File: src/common/spc_pkg.sv
package spc_pkg;
  localparam int ADDR_W = 3;
  localparam logic [2:0] A_CTRL = 3'h0;
  localparam logic [2:0] A_MODE = 3'h1;
  localparam logic [2:0] A_STS1 = 3'h2;
  localparam logic [2:0] A_STS2 = 3'h3;
  localparam logic [2:0] A_IRQ_STS = 3'h4;
  localparam logic [2:0] A_IRQ_MASK = 3'h5;
  localparam int B_TIE = 7;
  localparam int B_RIE = 6;
  localparam int B_TE = 5;
  localparam int B_RE = 4;
  localparam int B_MULTI_NODE_WAIT_EN = 3;
  localparam int B_RSVD = 2;
  localparam int B_CLK_SOURCE_SEL = 1;
  localparam int B_CLK_OUT_EN = 0;
  localparam logic [7:0] CTRL_RESET = 8'h00;
  localparam logic [7:0] CTRL_WMASK = 8'hFB;
  localparam int M_SYNC = 7;
  localparam int M_IRDA = 6;
  localparam int M_MP = 2;
  localparam int M_RATIO = 0;
  localparam logic [7:0] MODE_RESET = 8'h00;
  localparam logic [7:0] MODE_WMASK = 8'hC7;
  localparam int S_ER = 7;
  localparam int S_TEND = 6;
  localparam int S_TX_FIFO_EMPTY_FLAG = 5;
  localparam int S_BRK = 4;
  localparam int S_FER = 3;
  localparam int S_PER = 2;
  localparam int S_RDF = 1;
  localparam int S_DR = 0;
  localparam logic [7:0] STS1_RESET = 8'h40;
  localparam logic [7:0] STS1_W0C = 8'hB3;
  localparam int S2_MPB = 1;
  localparam int S2_RX_OVERRUN = 0;
  localparam int IRQ_W = 4;
  localparam int I_TX = 0;
  localparam int I_RX = 1;
  localparam int I_ERR = 2;
  localparam int I_BRK = 3;
  localparam int SYS_CLK_HZ = 10_000_000;
  localparam int BIT_RATE_HZ = 31_250;
  localparam int OVS_MAX = 16;
  localparam int HALF_CYC = SYS_CLK_HZ / (BIT_RATE_HZ * OVS_MAX * 2);
  localparam int CNT_W = 8;
endpackage

File: src/rtl/spc_serial_ctrl.sv
`timescale 1ns/1ns
// Functional notes
// Control register clears to zero on reset, module standby and standby.
// Software may read and write the control register at any time.
// Bit 2 is reserved, reads zero, writes ignored.
// Bit 7 gates the transmit request raised when the empty flag sets.
// Transmit request drops on refill, read-one-write-zero, or enable cleared.
// Bit 6 gates receive, fault and break requests together.
// Receive requests drop on read-one-write-zero of the cause or enable cleared.
// Software drains the receive FIFO below trigger before clearing full flag.
// Bit 5 enables transmit; while off idle flag is one, empty flag cleared.
// With transmit on, sending starts as soon as the FIFO holds data.
// Software sets mode and FIFO control before enabling transmit.
// Clearing receive enable leaves all receive status flags as they were.
// Reception starts on a start bit, or on incoming clock in sync mode.
// Software sets the reception format before enabling receive.
// Bit 3 only acts in async multi-node format, ignored otherwise.
// While waiting, frames are dropped and receive flags and requests held off; the code still sets the break and leftover flags.
// A frame with node bit one sets the node flag and ends the wait.
// Bits 1 and 0 choose internal or external clock and the clock output.
// Each request is a level: enable and cause both set.
module spc_serial_ctrl import spc_pkg::*; (
  input wire logic i_sys_clk,
  input wire logic i_reset,
  input wire logic i_standby,
  input wire logic [ADDR_W-1:0] i_addr,
  input wire logic [7:0] i_wr_data,
  input wire logic i_wr_en,
  input wire logic i_rd_en,
  output logic [7:0] o_rd_data,
  input wire logic i_tx_word_moved,
  input wire logic i_tx_at_or_below_trig,
  input wire logic i_tx_above_trig,
  input wire logic i_tx_fifo_nonempty,
  input wire logic i_tx_shift_idle,
  input wire logic i_rx_start_bit,
  input wire logic i_rx_frame_done,
  input wire logic i_rx_mpb,
  input wire logic i_rx_frame_err,
  input wire logic i_rx_parity_err,
  input wire logic i_rx_overrun_err,
  input wire logic i_rx_break,
  input wire logic i_rx_leftover,
  input wire logic i_rx_at_or_above_trig,
  input wire logic i_sck_pin,
  output logic o_sck_pin,
  output logic o_sck_pin_oe,
  output logic o_link_tick,
  output logic o_tx_fifo_irq,
  output logic o_rx_fifo_irq,
  output logic o_rx_fault_irq,
  output logic o_line_break_irq,
  output logic o_irq,
  output logic o_tx_go,
  output logic o_rx_active,
  output logic o_rx_store
);
  logic clr_all, wr_ctrl, wr_mode, wr_s1, wr_s2, rd_s1, rd_s2;
  logic tx_on, rx_on, mp_valid, wait_act, frame, accept, mp_hit;
  logic ext_edge, sck_drive, rx_err;
  logic [7:0] ctrl_q, mode_q, sts1_q, armed1_q, s1_set, s1_clr, rd_d;
  logic [1:0] sts2_q, armed2_q, s2_clr;
  logic [IRQ_W-1:0] req, req_q, irq_sts_q, irq_mask_q;

  // Standby acts exactly like reset on every piece of state here.
  assign clr_all = i_reset || i_standby;
  assign wr_ctrl = i_wr_en && (i_addr == A_CTRL);
  assign wr_mode = i_wr_en && (i_addr == A_MODE);
  assign wr_s1 = i_wr_en && (i_addr == A_STS1);
  assign wr_s2 = i_wr_en && (i_addr == A_STS2);
  assign rd_s1 = i_rd_en && (i_addr == A_STS1);
  assign rd_s2 = i_rd_en && (i_addr == A_STS2);
  assign tx_on = ctrl_q[B_TE];
  assign rx_on = ctrl_q[B_RE];

  assign mp_valid = mode_q[M_MP] && !mode_q[M_SYNC] && !mode_q[M_IRDA];
  assign wait_act = ctrl_q[B_MULTI_NODE_WAIT_EN] && mp_valid;
  assign frame = i_rx_frame_done && rx_on;
  assign accept = frame && (!wait_act || i_rx_mpb);
  assign mp_hit = frame && wait_act && i_rx_mpb;
  assign rx_err = i_rx_frame_err || i_rx_parity_err || i_rx_overrun_err;

  // The wait bit is cleared by hardware; a same-cycle software write wins.
  always_ff @(posedge i_sys_clk) begin
    if (clr_all) begin
      ctrl_q <= CTRL_RESET;
    end else if (wr_ctrl) begin
      ctrl_q <= i_wr_data & CTRL_WMASK;
    end else if (mp_hit) begin
      ctrl_q[B_MULTI_NODE_WAIT_EN] <= 1'b0;
    end
  end

  always_ff @(posedge i_sys_clk) begin
    if (clr_all) begin
      mode_q <= MODE_RESET;
    end else if (wr_mode) begin
      mode_q <= i_wr_data & MODE_WMASK;
    end
  end

  // Flags set by hardware win over a clear in the same cycle.
  always_comb begin
    s1_set = '0;
    s1_set[S_ER] = accept && rx_err;
    s1_set[S_TEND] = !tx_on || i_tx_shift_idle;
    s1_set[S_TX_FIFO_EMPTY_FLAG] = tx_on && i_tx_word_moved && i_tx_at_or_below_trig;
    s1_set[S_BRK] = rx_on && i_rx_break;
    s1_set[S_FER] = accept && i_rx_frame_err;
    s1_set[S_PER] = accept && i_rx_parity_err;
    s1_set[S_RDF] = accept && i_rx_at_or_above_trig;
    s1_set[S_DR] = rx_on && i_rx_leftover;
  end

  // Clears never look at the receive enable, so receive flags survive it.
  always_comb begin
    s1_clr = wr_s1 ? (~i_wr_data & armed1_q & STS1_W0C) : 8'h00;
    s1_clr[S_TEND] = 1'b1;
    s1_clr[S_TX_FIFO_EMPTY_FLAG] = s1_clr[S_TX_FIFO_EMPTY_FLAG] || i_tx_above_trig;
    s1_clr[S_FER] = s1_clr[S_ER];
    s1_clr[S_PER] = s1_clr[S_ER];
    s2_clr = '0;
    s2_clr[S2_RX_OVERRUN] = wr_s2 && !i_wr_data[S2_RX_OVERRUN] && armed2_q[S2_RX_OVERRUN];
  end

  always_ff @(posedge i_sys_clk) begin
    if (clr_all) begin
      sts1_q <= STS1_RESET;
    end else if (!tx_on) begin
      sts1_q <= (sts1_q & ~s1_clr & ~(8'h01 << S_TX_FIFO_EMPTY_FLAG)) | s1_set;
    end else begin
      sts1_q <= (sts1_q & ~s1_clr) | s1_set;
    end
  end

  always_ff @(posedge i_sys_clk) begin
    if (clr_all) begin
      sts2_q <= '0;
    end else begin
      sts2_q[S2_RX_OVERRUN] <= (sts2_q[S2_RX_OVERRUN] && !s2_clr[S2_RX_OVERRUN]) || (accept && i_rx_overrun_err);
      if (frame && mp_valid) begin
        sts2_q[S2_MPB] <= i_rx_mpb;
      end
    end
  end

  // A flag may only be cleared by a software write after software has seen it as one.
  always_ff @(posedge i_sys_clk) begin
    if (clr_all) begin
      armed1_q <= '0;
      armed2_q <= '0;
    end else begin
      if (rd_s1) begin
        armed1_q <= sts1_q;
      end else if (wr_s1) begin
        armed1_q <= '0;
      end
      if (rd_s2) begin
        armed2_q <= sts2_q;
      end else if (wr_s2) begin
        armed2_q <= '0;
      end
    end
  end

  always_comb begin
    req = '0;
    req[I_TX] = ctrl_q[B_TIE] && sts1_q[S_TX_FIFO_EMPTY_FLAG];
    req[I_RX] = ctrl_q[B_RIE] && (sts1_q[S_RDF] || sts1_q[S_DR]);
    req[I_ERR] = ctrl_q[B_RIE] && (sts1_q[S_ER] || sts2_q[S2_RX_OVERRUN]);
    req[I_BRK] = ctrl_q[B_RIE] && sts1_q[S_BRK];
  end

  always_ff @(posedge i_sys_clk) begin
    if (clr_all) begin
      req_q <= '0;
    end else begin
      req_q <= req;
    end
  end

  assign o_tx_fifo_irq = req_q[I_TX];
  assign o_rx_fifo_irq = req_q[I_RX];
  assign o_rx_fault_irq = req_q[I_ERR];
  assign o_line_break_irq = req_q[I_BRK];

  // Sticky events catch each request rising; write one to clear.
  always_ff @(posedge i_sys_clk) begin
    if (clr_all) begin
      irq_sts_q <= '0;
      irq_mask_q <= '0;
      o_irq <= 1'b0;
    end else begin
      if (i_wr_en && (i_addr == A_IRQ_STS)) begin
        irq_sts_q <= (irq_sts_q & ~i_wr_data[IRQ_W-1:0]) | (req & ~req_q);
      end else begin
        irq_sts_q <= irq_sts_q | (req & ~req_q);
      end
      if (i_wr_en && (i_addr == A_IRQ_MASK)) begin
        irq_mask_q <= i_wr_data[IRQ_W-1:0];
      end
      o_irq <= |(irq_sts_q & irq_mask_q);
    end
  end

  always_ff @(posedge i_sys_clk) begin
    if (clr_all) begin
      o_tx_go <= 1'b0;
      o_rx_store <= 1'b0;
      o_rx_active <= 1'b0;
    end else begin
      o_tx_go <= tx_on && i_tx_fifo_nonempty;
      o_rx_store <= accept;
      if (!rx_on || frame) begin
        o_rx_active <= 1'b0;
      end else if (mode_q[M_SYNC] ? ext_edge : i_rx_start_bit) begin
        o_rx_active <= 1'b1;
      end
    end
  end

  always_comb begin
    rd_d = 8'h00;
    if (i_addr == A_CTRL) begin
      rd_d = ctrl_q;
    end else if (i_addr == A_MODE) begin
      rd_d = mode_q;
    end else if (i_addr == A_STS1) begin
      rd_d = sts1_q;
    end else if (i_addr == A_STS2) begin
      rd_d = {6'h00, sts2_q};
    end else if (i_addr == A_IRQ_STS) begin
      rd_d = {4'h0, irq_sts_q};
    end else if (i_addr == A_IRQ_MASK) begin
      rd_d = {4'h0, irq_mask_q};
    end
  end

  always_ff @(posedge i_sys_clk) begin
    if (clr_all) begin
      o_rd_data <= 8'h00;
    end else begin
      o_rd_data <= i_rd_en ? rd_d : 8'h00;
    end
  end

  // Sync mode drives the clock whenever internal; async only when asked.
  assign sck_drive = !ctrl_q[B_CLK_SOURCE_SEL] && (mode_q[M_SYNC] || ctrl_q[B_CLK_OUT_EN]);

  spc_sck_port u_sck (
    .i_sys_clk(i_sys_clk),
    .i_reset(clr_all),
    .i_sck_pin(i_sck_pin),
    .i_int_clk(!ctrl_q[B_CLK_SOURCE_SEL]),
    .i_drive(sck_drive),
    .i_ratio(mode_q[M_RATIO +: 2]),
    .o_sck_pin(o_sck_pin),
    .o_sck_pin_oe(o_sck_pin_oe),
    .o_ext_edge(ext_edge),
    .o_tick(o_link_tick)
  );
endmodule // spc_serial_ctrl

File: src/rtl/spc_sck_port.sv
`timescale 1ns/1ns
module spc_sck_port import spc_pkg::*; (
  input wire logic i_sys_clk,
  input wire logic i_reset,
  input wire logic i_sck_pin,
  input wire logic i_int_clk,
  input wire logic i_drive,
  input wire logic [1:0] i_ratio,
  output logic o_sck_pin,
  output logic o_sck_pin_oe,
  output logic o_ext_edge,
  output logic o_tick
);
  logic s1_q, s2_q, s3_q, sck_q, wrap;
  logic [CNT_W-1:0] cnt_q, half;
  logic [1:0] sh;

  // Ratio codes above the 4x setting fall back to 4x.
  assign sh = (i_ratio > 2'h2) ? 2'h2 : i_ratio;
  assign half = CNT_W'(HALF_CYC) << sh;
  assign wrap = (cnt_q >= half - CNT_W'(1));

  always_ff @(posedge i_sys_clk) begin
    if (i_reset) begin
      s1_q <= 1'b0;
      s2_q <= 1'b0;
      s3_q <= 1'b0;
    end else begin
      s1_q <= i_sck_pin;
      s2_q <= s1_q;
      s3_q <= s2_q;
    end
  end

  always_ff @(posedge i_sys_clk) begin
    if (i_reset || !i_int_clk) begin
      cnt_q <= '0;
      sck_q <= 1'b0;
    end else if (wrap) begin
      cnt_q <= '0;
      sck_q <= !sck_q;
    end else begin
      cnt_q <= cnt_q + CNT_W'(1);
    end
  end

  always_ff @(posedge i_sys_clk) begin
    if (i_reset) begin
      o_sck_pin <= 1'b0;
      o_sck_pin_oe <= 1'b0;
      o_ext_edge <= 1'b0;
      o_tick <= 1'b0;
    end else begin
      o_sck_pin <= sck_q;
      o_sck_pin_oe <= i_drive;
      o_ext_edge <= !i_int_clk && s2_q && !s3_q;
      o_tick <= i_int_clk ? (wrap && !sck_q) : (s2_q && !s3_q);
    end
  end
endmodule // spc_sck_port

File: config.mk
export PLATFORM = sky130hd
export DESIGN_NAME = spc_serial_ctrl
export DESIGN_NICKNAME = d
export VERILOG_FILES = /design/src/common/spc_pkg.sv /design/src/rtl/spc_serial_ctrl.sv /design/src/rtl/spc_sck_port.sv
export SDC_FILE = /design/constraint.sdc
export NUM_CORES = 1
export LEC_CHECK = 0
export BUFFER_PORTS_ARGS = -buffer_cell sky130_fd_sc_hd__buf_2
export CORE_MARGIN = 2
export CORE_UTILIZATION = 40
export DETAILED_ROUTE_END_ITERATION = 10
export PLACE_DENSITY_LB_ADDON = 0.25
export SYNTH_ARGS = -nofsm -noshare
export SYNTH_HDL_FRONTEND = slang
export SYNTH_SLANG_ARGS = --single-unit
File: constraint.sdc
create_clock -name i_sys_clk -period 1.7 [get_ports i_sys_clk]
set_input_delay 0.34 -clock i_sys_clk [delete_from_list [all_inputs] [get_ports i_sys_clk]]
set_output_delay 0.34 -clock i_sys_clk [all_outputs]
set_load 0.02 [all_outputs]
==> results of run 1 <==
[layout by cell type, fill, tap and decap left out, types with 2 or more instances in the layout]
cell and count:
nand4b_1 3, buf_4 8, nand4_1 6, bufinv_16 3, o211ai_1 3, nor3_1 7
dfxtp_1 67, a21oi_1 23, nand2b_1 2, and3_1 5, and2_1 6, a211oi_1 2
clkinvlp_4 2, inv_1 13, nand3_1 13, clkinv_2 2, a31oi_1 3, nor2_1 38
conb_1 2, xor2_1 5, mux2i_1 12, nor2b_1 2, buf_2 49, o31ai_1 5
a32o_1 5, o21ai_0 3, nor3b_4 2, a22oi_1 11, mux2_2 2, nand3b_1 2
clkbuf_8 9, nand2_1 35, ha_1 8
[logic make-up (layout without fill, tap and decap cells)]
| family | after synthesis | after routing | share of synthesized area, % |
|---|---|---|---|
| XOR/XNOR | 6 | 6 | 1.80 |
| AND/OR/NAND/NOR | 132 | 132 | 23.4 |
| multiplexers | 14 | 14 | 4.88 |
| buffers and inverters | 26 | 86 | 4.24 |
| AO/OA/AOI/OAI | 66 | 66 | 15.5 |
| flip-flops | 68 | 68 | 46.6 |
| adder cells (fa/ha/maj) | 8 | 8 | 3.43 |
| other | 1 | 2 | 0.128 |
[Yosys cell counts (2+ instances only)]
cell type and instances:
xor2_1 5, buf_4 3, and3_1 5, inv_1 13
mux2_2 2, nor2_1 38, nor3_1 7, a21o_1 2
nand2_1 35, buf_2 3, dfxtp_1 68, ha_1 8
a31oi_1 3, clkbuf_1 4, a22oi_1 11, nand4b_1 3
o211ai_1 3, nor3b_4 2, a211oi_1 2, nand2b_1 2
nand4_1 6, nand3_1 13, o21ai_0 3, and2_1 6
mux2i_1 12, nand3b_1 2, a21oi_1 24, o31ai_1 5
nor2b_1 2, a32o_1 5
[flip-flops by register name (all words and copies together), names as in the netlist, 2 cells and up]
signal	count
armed1_q	5
ctrl_q	7
irq_mask_q	4
irq_sts_q	4
mode_q	5
o_rd_data	8
req_q	4
sts1_q	8
sts2_q	2
u_sck.cnt_q	8
[layer usage]
| layer | vias to the layer above | GRT usage, % | part of all wire [%] | wire length (um) |
|---|---|---|---|---|
| li1 | 1256 | - | - | - |
| met1 | 1129 | 28.9 | 52 | 3670 |
| met2 | 55 | 26.5 | 42 | 3020 |
| met3 | 9 | 4.34 | 4.5 | 318 |
| met4 | 0 | 8.14 | 1.6 | 111 |
| met5 | - | 0 | 0 | 0 |
[worst paths after layout]
| path | end | cells past startpoint |
|---|---|---|
| setup / recovery | u_sck.sck_q | 7 |
| hold / removal | sts1_q[6] | 2 |
| setup reg to reg | u_sck.sck_q | 7 |
| hold reg to reg | u_sck.s2_q | 1 |
[power by group through the flow]
| stage | logic, mW | clock network (mW) | registers, mW |
|---|---|---|---|
| 4_1_cts | 0.201 | 1.64 | 1.61 |
| 3_3_place_gp | 0.199 | 0 | 1.64 |
| 6_report | 0.203 | 1.61 | 1.61 |
| 2_1_floorplan | 0.118 | 0 | 1.64 |
| 3_5_place_dp | 0.199 | 0 | 1.64 |
| 5_1_grt | 0.222 | 1.70 | 1.61 |
[timing repair]
action	CTS	global route
resized for setup	1	2
setup buffers	0	0
endpoints found under the setup margin	8	9
pin swaps	0	1
[stage by stage]
step	util [%]	hold slack, ns	area [sq um]
after floorplan	-	0.406	2930
after global placement	45.7	0.410	3280
after detailed placement	45.7	0.418	3280
after CTS	49.1	0.164	3520
after global routing	49.1	0.165	3520
final	49.1	0.176	3520
[final cells by class]
| type | count | share of cell area, % |
|---|---|---|
| Sequential cell | 68 | 38.7 |
| Inverter | 13 | 1.38 |
| Multi-Input combinational cell | 228 | 41.0 |
| Clock inverter | 7 | 3.27 |
| Tap cell | 99 | 3.51 |
| Clock buffer | 9 | 3.51 |
| Timing Repair Buffer | 57 | 8.66 |
==> results.txt, run 1 <==
----------------------------------------------------
[Job]
  Max Cap Viol ... 0

[Critical path]
  Master of the slowest instance on the critical path ... dfxtp_1
  Sort of element at the end of the critical path ... flip-flop
  Critical-path maximum fanout ... 4
  Source of the critical timing path ... mode_q[0]
  Number of buffer and inverter stages on the critical path ... 1
  Startpoint kind of the worst setup timing path ... flip-flop
  Critical Setup Path Class ... reg -> reg
  Worst flop-to-flop path startpoint ... mode_q[0]
  Required time of the critical path ... 1.94 ns
  Worst path top cell family by delay ... compound AO/OA/AOI/OAI gates
  Worst path arrival time ... 1.85 ns
  Critical Path, Cell by Cell ... nor2_1 -> inv_1 -> ha_1 -> nand4_1 -> o211ai_1 -> o221a_2 -> nand2_1
  Largest stage delay on the critical path ... 0.33 ns
  Flop-to-flop setup slack ... 0.1 ns

[Logic synthesis]
  Largest area contributor in the synthesized netlist ... dfxtp_1
  Synth unique cells ... 54
  Flop and latch count out of synthesis ... 68
  Proportion of synthesized flip-flops having asynchronous set or reset ... 0%
  Synthesis Warnings ... 0
  Post-synthesis instance area ... 2920 sq um
  Post-Syn Instances ... 321
  Top cells by area, synth ... dfxtp_1, nor2_1, nand2_1, a21oi_1, mux2i_1
  Post-Syn Area per Cell ... 9.10 sq um
  Most common flop cell mapped by yosys ... dfxtp_1
  Sequential area share after synthesis ... 46.6%
  Share of the synthesized area in the top cell type ... 46.6%
  Number of enable flip-flop cells after synthesis ... 0

[Placement]
  Routability-driven placement congestion ratio ... 0.793
  Post-Place Setup Slack ... 0.00283 ns
  Post-DP HPWL ... 5220 um
  Number of port buffers ... 49
  Number of placed instances, taps included ... 465

[Clock network]
  Clock buffer count from CTS ... 9
  Clock transition at path regs ... 0.07 ns
  CTS max path bufs ... 2
  TritonCTS clock tree ... built
  CTS H-tree depth ... 3
  Latest clock arrival within the worst-skew pair ... 0.35 ns
  CTS hold repair buffers ... 0
  Clk Tree Root Cell ... clkbuf_8
  Clk sinks ... 68

[Pwr]
  Part of the total power dissipated in sequential elements ... 47.0%
  Power density cells ... 971 nW/um^2
  NetSw ... 0.776 mW
  Largest voltage drop on the vdd net ... 463 uV
  Combinational Power Share ... 5.9%
  Portion of total power attributed to the clock network ... 47.1%
  Net Sw Frac ... 22.7%
  Int Pwr ... 2.65 mW
  Sum of internal, switching and leakage power ... 3.42 mW
  Leakage Power ... 1.42 nW

[Drt]
  Detailed router's first-iteration violation count ... 134
  Number of optimization iterations in the first detailed-route pass ... 5
  Post-route antenna net violation count ... 0
  Number of remaining DRC errors ... 0
  Total routed wirelength ... 7120 um
  Count of vias placed by the detailed router ... 2449
  Vias per inst ... 5.09
  DR WL/cell ... 14.8 um

[Cells and area]
  Number of inserted filler cells in the final layout ... 695
  Share of layout cells above drive strength 1 ... 23.0%
  Ant diodes ... 0
  Relative area change from synthesis to final layout ... 20.6%
  Register Area ... 1360 sq um
  Area of the multi-input gates ... 1450 sq um
  Finished Layout Cells ... 481
  Post-layout net count ... 416

[Min path]
  Min-delay src ... i_tx_shift_idle
  Class of the tightest hold or removal check ... in -> reg

[Global routing]
  Global-route wire length before repair ... 11400 um
  Via count of the first global-routing pass ... 2245
  Gr ovfl total ... 0
  Number of antenna violations at the first check in global routing ... 0
  Total routing usage reported by global routing ... 19.3%
  Maximum number of pins on one net before global-route repair ... 30

[Floorplan]
  Total I/O pin count ... 50
  Floorplan die width ... 89.5 um
  Initial core utilization ... 40.7%
  DIE AREA ... 8000 sq um
  Placeable core region ... 7180 sq um
  Height of the die ... 89.5 um
  Placement row count ... 31

[Run status]
  Status ... completed

[STA]
  Setup repair after global routing missed its margin ... no
  Final Max Slew Viols ... 0
  Total setup violations reported at the end of the flow ... 0
  Final Hold Viols ... 0
  Fin crit share ... 94.3%
  Clock period minus final worst setup slack ... 1.60 ns
  Worst clock skew on the final layout ... 0.00351 ns
  Final setup slack of the worst path ... 0.0966 ns
  Sum of negative setup slack ... 0 ns
  Maximum clock frequency ... 624 MHz

----------------------------------------------------
Power figures use the tool's default switching activity.
==> run 2, diff against run 1 <==
Settings changed: CORE_UTILIZATION 40 to 35, CTS_BUF_LIST set to sky130_fd_sc_hd__clkbuf_4, PLACE_DENSITY_LB_ADDON 0.25 to unset.
==> run 2 against run 1 <==
  * Sequential power is essentially flat
  * Final area decreased by 1.7%
  * Worst setup slack improved by 0.031 ns
  * Critical path type unchanged
  * Largest power group unchanged
  * Critical path depth down 1
  * Sequential share of layout area increased by 0.71 points
  * Global-route usage is 1.6 points lower
  * Final cell count is 1.2% higher
  * Die area increased by 14%
  * Via count rose by 1.2%
  * Non-clock buffer count unchanged
==> results.txt, run 2 (synthesis gave the netlist of run 1 again) <==
----------------------------------------------------
[Global routing]
  Via count of the first global-routing pass ... 2403 (+7.0%)
  Number of antenna violations at the first check in global routing ... 0 (unchanged)
  Gr ovfl total ... 0 (unchanged)
  GR Layer Usage met1 ... 24.7% (-4.2 points)
  Met3 routing resource usage after global routing ... 2.77% (-1.6 points)
  Total routing usage reported by global routing ... 17.7% (-1.6 points)
  Global Route met2 Usage ... 26.8% (+0.35 points)
  Global-route wire length before repair ... 12100 um (+6.4%)
  Maximum number of pins on one net before global-route repair ... 30 (unchanged)
  Routing layer with the top usage in global route ... met2

[Clock network]
  Clock transition at path regs ... 0.13 ns (+0.06 ns)
  Clk Tree Root Cell ... clkbuf_4
  TritonCTS clock tree ... built
  CTS H-tree depth ... 3 (unchanged)
  Clk sinks ... 68 (unchanged)
  CTS max path bufs ... 2 (unchanged)
  Latest clock arrival within the worst-skew pair ... 0.43 ns (+0.08 ns)
  Clock buffer count from CTS ... 9 (unchanged)

[Floorplan]
  Placement row count ... 33 (+6.5%)
  DIE AREA ... 9090 sq um (+14%)
  Initial core utilization ... 35.9% (-4.8 points)
  Height of the die ... 95.4 um (+6.6%)
  Total I/O pin count ... 50 (unchanged)
  Placeable core region ... 8130 sq um (+13%)
  Floorplan die width ... 95.4 um (+6.6%)

[Placement]
  Number of placed instances, taps included ... 471 (+1.3%)
  Number of port buffers ... 49 (unchanged)
  Placement Cell Area ... 3290 sq um (+0.23%)
  Post-DP HPWL ... 5320 um (+2.0%)
  Routability-driven placement congestion ratio ... 0.849 (+7.1%)

[Drt]
  Post-route antenna net violation count ... 0 (unchanged)
  Vias per inst ... 5.09 (about the same)
  Number of optimization iterations in the first detailed-route pass ... 4 (-1)
  Detailed router's first-iteration violation count ... 104 (-22%)
  Count of vias placed by the detailed router ... 2478 (+1.2%)
  DR WL/cell ... 15.1 um (+1.8%)
  Total routed wirelength ... 7340 um (+3.1%)
  Number of remaining DRC errors ... 0 (unchanged)

[Pwr]
  Power density cells ... 825 nW/um^2 (-15%)
  Largest voltage drop on the vdd net ... 406 uV (-12%)
  Sum of internal, switching and leakage power ... 2.86 mW (-16%)
  Leakage Power ... 1.38 nW (-3.1%)

[Cells and area]
  Final cell utilization of the core ... 42.6% (-6.5 points)
  Number of inserted filler cells in the final layout ... 844 (+21%)
  Share of layout cells above drive strength 1 ... 24.1% (+1.0 points)
  Post-layout net count ... 416 (unchanged)
  Finished Layout Cells ... 487 (+1.2%)
  Ant diodes ... 0 (unchanged)
  Commonest cells after routing, fill and taps aside ... dfxtp_1, buf_2, nor2_1
  Relative area change from synthesis to final layout ... 18.6%
  Biggest registers after layout ... o_rd_data (8), sts1_q (8), u_sck.cnt_q (8)
  Area of all placed cells without fillers ... 3460 sq um (-1.7%)
  Most common cell after layout, fill and taps aside ... dfxtp_1

[STA]
  Final Max Slew Viols ... 0 (unchanged)
  Maximum clock frequency ... 636 MHz (+1.9%)
  Clock period minus final worst setup slack ... 1.57 ns (-0.0305 ns)
  Fin crit share ... 92.5% (-1.8 points)
  Total setup violations reported at the end of the flow ... 0 (unchanged)
  Final Hold Viols ... 0 (unchanged)
  Worst clock skew on the final layout ... 0.0211 ns (+0.0176 ns)

[Critical path]
  Critical-path maximum fanout ... 8 (+4)
  Sort of element at the end of the critical path ... flip-flop
  Startpoint kind of the worst setup timing path ... flip-flop
  Worst path arrival time ... 1.95 ns (+0.10 ns)
  Flop-to-flop setup slack ... 0.13 ns (+0.03 ns)
  Required time of the critical path ... 2.08 ns (+0.14 ns)
  Critical Setup Path Class ... reg -> reg

[Min path]
  Class of the tightest hold or removal check ... in -> reg

[Run status]
  Status ... completed

[Job]
  Max Cap Viol ... 0 (unchanged)

----------------------------------------------------
## run 2: worst max-delay path, cell delays in order, from the launching register on
cell and delay (ns):
dfxtp_2 0.36, nor2_2 0.13, ha_1 0.27, a211oi_2 0.26, o211ai_1 0.14, a21o_2 0.26, nor2_1 0.11
## run 2: path summary, 6_finish.rpt
kind,to,depth (start not counted),from
setup / recovery,u_sck.cnt_q[2],6,mode_q[0]
hold / removal,sts1_q[6],2,i_tx_shift_idle
setup reg to reg,u_sck.cnt_q[2],6,mode_q[0]
hold reg to reg,u_sck.s2_q,1,u_sck.s1_q
## run 2: where the power goes
part	leakage (nW)	internal [mW]	total [mW]	switching, mW
logic	0.760	0.0772	0.207	0.130
clock network	0.0710	0.440	1.04	0.603
registers	0.549	1.60	1.61	0.00745
total	1.38	2.12	2.86	0.740
## run 2: metal layers
| metal | routed length, um | vias to the layer above |
|---|---|---|
| met5 | 0 | - |
| met4 | 169 | 0 |
| met3 | 422 | 14 |
| met2 | 3230 | 77 |
| met1 | 3520 | 1127 |
| li1 | - | 1260 |
## run 2: final cells by class
| cell class | instances | area [sq um] | share of cell area [%] |
|---|---|---|---|
| Sequential cell | 68 | 1360 | 39.4 |
| Timing Repair Buffer | 57 | 305 | 8.81 |
| Multi-Input combinational cell | 228 | 1480 | 42.7 |
| Tap cell | 105 | 131 | 3.79 |
| Inverter | 13 | 48.8 | 1.41 |
| Clock inverter | 7 | 67.6 | 1.95 |
| Clock buffer | 9 | 67.6 | 1.95 |
## run 2: metrics by stage
stage          TNS [ns]  hold slack (ns)  worst slack [ns]
2_1_floorplan         0            0.406             0.257
3_3_place_gp          0            0.409            0.0634
3_5_place_dp          0            0.411            0.0401
4_1_cts               0           0.0798            0.0111
5_1_grt        -0.00397           0.0896          -0.00397
6_report              0           0.0996             0.127
## run 2: repair_timing
| action | CTS | global route |
|---|---|---|
| hold endpoints to repair | 0 | 0 |
| setup endpoints to repair | 0 | 10 |
| hold buffers | 0 | 0 |
| resized for setup | 0 | 9 |
| setup buffers | 0 | 0 |
==> run 3, diff against run 2 <==
Settings changed: CELL_PAD_IN_SITES_DETAIL_PLACEMENT set to 0, CELL_PAD_IN_SITES_GLOBAL_PLACEMENT set to 2, PLACE_DENSITY_LB_ADDON set to 0.1.
==> run 3 against run 2 <==
  * Combinational power is essentially flat
  * Routed wire length up 4.8%
  * Die area is the same
  * Critical path depth stayed put
  * Sequential cell count did not move
  * Sequential share of layout area down 0.17 points
  * Largest cell class unchanged
  * Via count decreased by 0.32%
==> results.txt, run 3 (synthesis gave the netlist of run 1 again) <==
----------------------------------------------------
[Drt]
  Detailed router's first-iteration violation count ... 94 (-9.6%)
  Number of remaining DRC errors ... 0 (unchanged)
  Total routed wirelength ... 7690 um (+4.8%)
  Count of vias placed by the detailed router ... 2470 (-0.32%)
  Vias per inst ... 5.03 (-1.1%)
  Number of optimization iterations in the first detailed-route pass ... 4 (unchanged)
  Post-route antenna net violation count ... 0 (unchanged)
  DR WL/cell ... 15.7 um (+4.0%)

[Placement]
  Number of placed instances, taps included ... 476 (+1.1%)
  Placement Cell Area ... 3320 sq um (+1.1%)
  Post-DP HPWL ... 5640 um (+5.9%)
  Routability-driven placement congestion ratio ... 0.787 (-7.2%)
  Number of port buffers ... 49 (unchanged)

[STA]
  Setup repair after global routing missed its margin ... no
  Final Max Slew Viols ... 0 (unchanged)
  Fin crit share ... 92.3% (-0.21 points)
  Total setup violations reported at the end of the flow ... 0 (unchanged)
  Final Hold Viols ... 0 (unchanged)
  Sum of negative setup slack ... 0 ns (unchanged)
  Clock period minus final worst setup slack ... 1.57 ns (-0.00361 ns)
  Maximum clock frequency ... 637 MHz (+0.23%)
  Worst clock skew on the final layout ... 0.0102 ns (-0.0110 ns)

[Cells and area]
  Area of the multi-input gates ... 1470 sq um (-0.51%)
  Area of all placed cells without fillers ... 3490 sq um (+0.61%)
  Finished Layout Cells ... 491 (+0.82%)
  Relative area change from synthesis to final layout ... 19.3%
  Ant diodes ... 0 (unchanged)
  Commonest cells after routing, fill and taps aside ... dfxtp_1, buf_2, nor2_1
  Biggest registers after layout ... o_rd_data (8), sts1_q (8), u_sck.cnt_q (8)
  Most common cell after layout, fill and taps aside ... dfxtp_1
  Register Area ... 1370 sq um (+0.18%)
  Number of inserted filler cells in the final layout ... 840 (-0.47%)
  Share of layout cells above drive strength 1 ... 24.1% (about the same)
  Post-layout net count ... 421 (+1.2%)

[Critical path]
  Master of the slowest instance on the critical path ... dfxtp_4
  Most common cell on crit path ... o211ai_1
  Critical Setup Path Class ... reg -> reg
  Critical-path maximum fanout ... 4 (-4)
  Worst path arrival time ... 1.87 ns (-0.08 ns)
  Sort of element at the end of the critical path ... flip-flop
  Critical Path, Cell by Cell ... nor2_2 -> ha_1 -> a21oi_1 -> o211ai_1 -> o211ai_1 -> nand3_1
  Largest stage delay on the critical path ... 0.37 ns (about the same)
  Required time of the critical path ... 2.00 ns (-0.08 ns)
  Startpoint kind of the worst setup timing path ... flip-flop

[Pwr]
  Leakage Power ... 1.40 nW (+1.7%)
  Sum of internal, switching and leakage power ... 2.85 mW (-0.45%)
  Part of the total power dissipated in sequential elements ... 56.5% (+0.2 points)
  Largest voltage drop on the vdd net ... 370 uV (-8.9%)
  Int Pwr ... 2.14 mW (+1.0%)
  Power density cells ... 816 nW/um^2 (-1.1%)
  Combinational Power Share ... 7.4% (+0.2 points)
  Portion of total power attributed to the clock network ... 36.2% (-0.3 points)
  NetSw ... 0.705 mW (-4.7%)
  Net Sw Frac ... 24.8% (-1.1 points)

[Min path]
  Class of the tightest hold or removal check ... in -> reg

[Floorplan]
  Floorplan die width ... 95.4 um (unchanged)
  DIE AREA ... 9090 sq um (unchanged)
  Height of the die ... 95.4 um (unchanged)
  Initial core utilization ... 35.9% (unchanged)
  Placement row count ... 33 (unchanged)
  Placeable core region ... 8130 sq um (unchanged)
  Total I/O pin count ... 50 (unchanged)

[Clock network]
  Clk sinks ... 68 (unchanged)
  CTS max path bufs ... 2 (unchanged)
  Clock buffer count from CTS ... 9 (unchanged)
  Clock transition at path regs ... 0.11 ns (-0.02 ns)
  Latest clock arrival within the worst-skew pair ... 0.42 ns (about the same)
  CTS H-tree depth ... 3 (unchanged)
  TritonCTS clock tree ... built
  Clk Tree Root Cell ... clkbuf_4

[Global routing]
  Number of antenna violations at the first check in global routing ... 0 (unchanged)
  Via count of the first global-routing pass ... 2473 (+2.9%)
  Total routing usage reported by global routing ... 18.8% (+1.1 points)
  Global-route wire length before repair ... 12700 um (+4.6%)
  Gr ovfl total ... 0 (unchanged)
  Maximum number of pins on one net before global-route repair ... 30 (unchanged)

[Job]
  Max Cap Viol ... 0 (unchanged)

[Run status]
  Status ... completed

----------------------------------------------------
==> run 3: cell types whose count changed in the layout (fill, tap and decap cells not counted) <==
cell / before / now
buf_4: 8 / 13
clkbuf_4: 9 / 11
clkinv_4: 2 / 0
a211oi_1: 1 / 2
a211oi_2: 1 / 0
clkinv_1: 2 / 3
clkinv_2: 1 / 0
clkinvlp_4: 1 / 0
dfxtp_2: 2 / 1
dfxtp_4: 0 / 1
ha_1: 5 / 6
ha_2: 1 / 0
==> run 3: stage by stage <==
stage               worst slack (ns)  hold slack (ns)  utilization (%)
floorplan                      0.257            0.406                -
global placement              0.0567            0.409             40.9
detailed placement            0.0553            0.416             40.9
CTS                           0.0321           0.0857             42.4
global route                 0.00450           0.0859             42.9
finish                         0.131            0.106             42.9
==> run 3: power groups by stage <==
stage | clock (mW) | combinational (mW) | sequential, mW
2_1_floorplan | 0 | 0.118 | 1.64
3_3_place_gp | 0 | 0.210 | 1.64
3_5_place_dp | 0 | 0.209 | 1.64
4_1_cts | 1.07 | 0.210 | 1.61
5_1_grt | 1.13 | 0.234 | 1.61
6_report | 1.03 | 0.210 | 1.61
==> run 3: critical path, delay by kind of cell (launching register included) <==
| family | cells | cell delay [ns] |
|---|---|---|
| adders and majority gates | 1 | 0.25 |
| AOI/OAI and AO/OA | 3 | 0.60 |
| DFF | 1 | 0.37 |
| and+or+nand+nor | 2 | 0.23 |
==> run 3: repair_timing <==
action,CTS,global route
hold buffers,0,0
endpoints found under the setup margin,0,10
gates resized for setup,0,8
buffers inserted,0,0
==> run 3: routing by layer <==
metal	vias up	share of wire, %	track usage, %
li1	1265	-	-
met1	1132	50	25.6
met2	62	43	28.3
met3	11	4.8	4.98
met4	0	1.8	7.49
met5	-	0	0
==> run 3: path summary, 6_finish.rpt <==
path	slack, ns	depth (start not counted)	to	startpoint
setup reg to reg	0.13	6	u_sck.o_tick	mode_q[0]
hold / removal	0.11	2	u_sck.s1_q	i_sck_pin
hold reg to reg	0.44	1	u_sck.s2_q	u_sck.s1_q
setup / recovery	0.13	6	u_sck.o_tick	mode_q[0]
==> run 3: layout make-up <==
cell class | count | area share (%)
multi-input cells | 228 | 42.2
repair buffers | 62 | 9.83
flip-flops and latches | 68 | 39.2
inverters | 13 | 1.40
clock buffers | 11 | 2.37
clock inverters | 4 | 1.18
well taps | 105 | 3.77
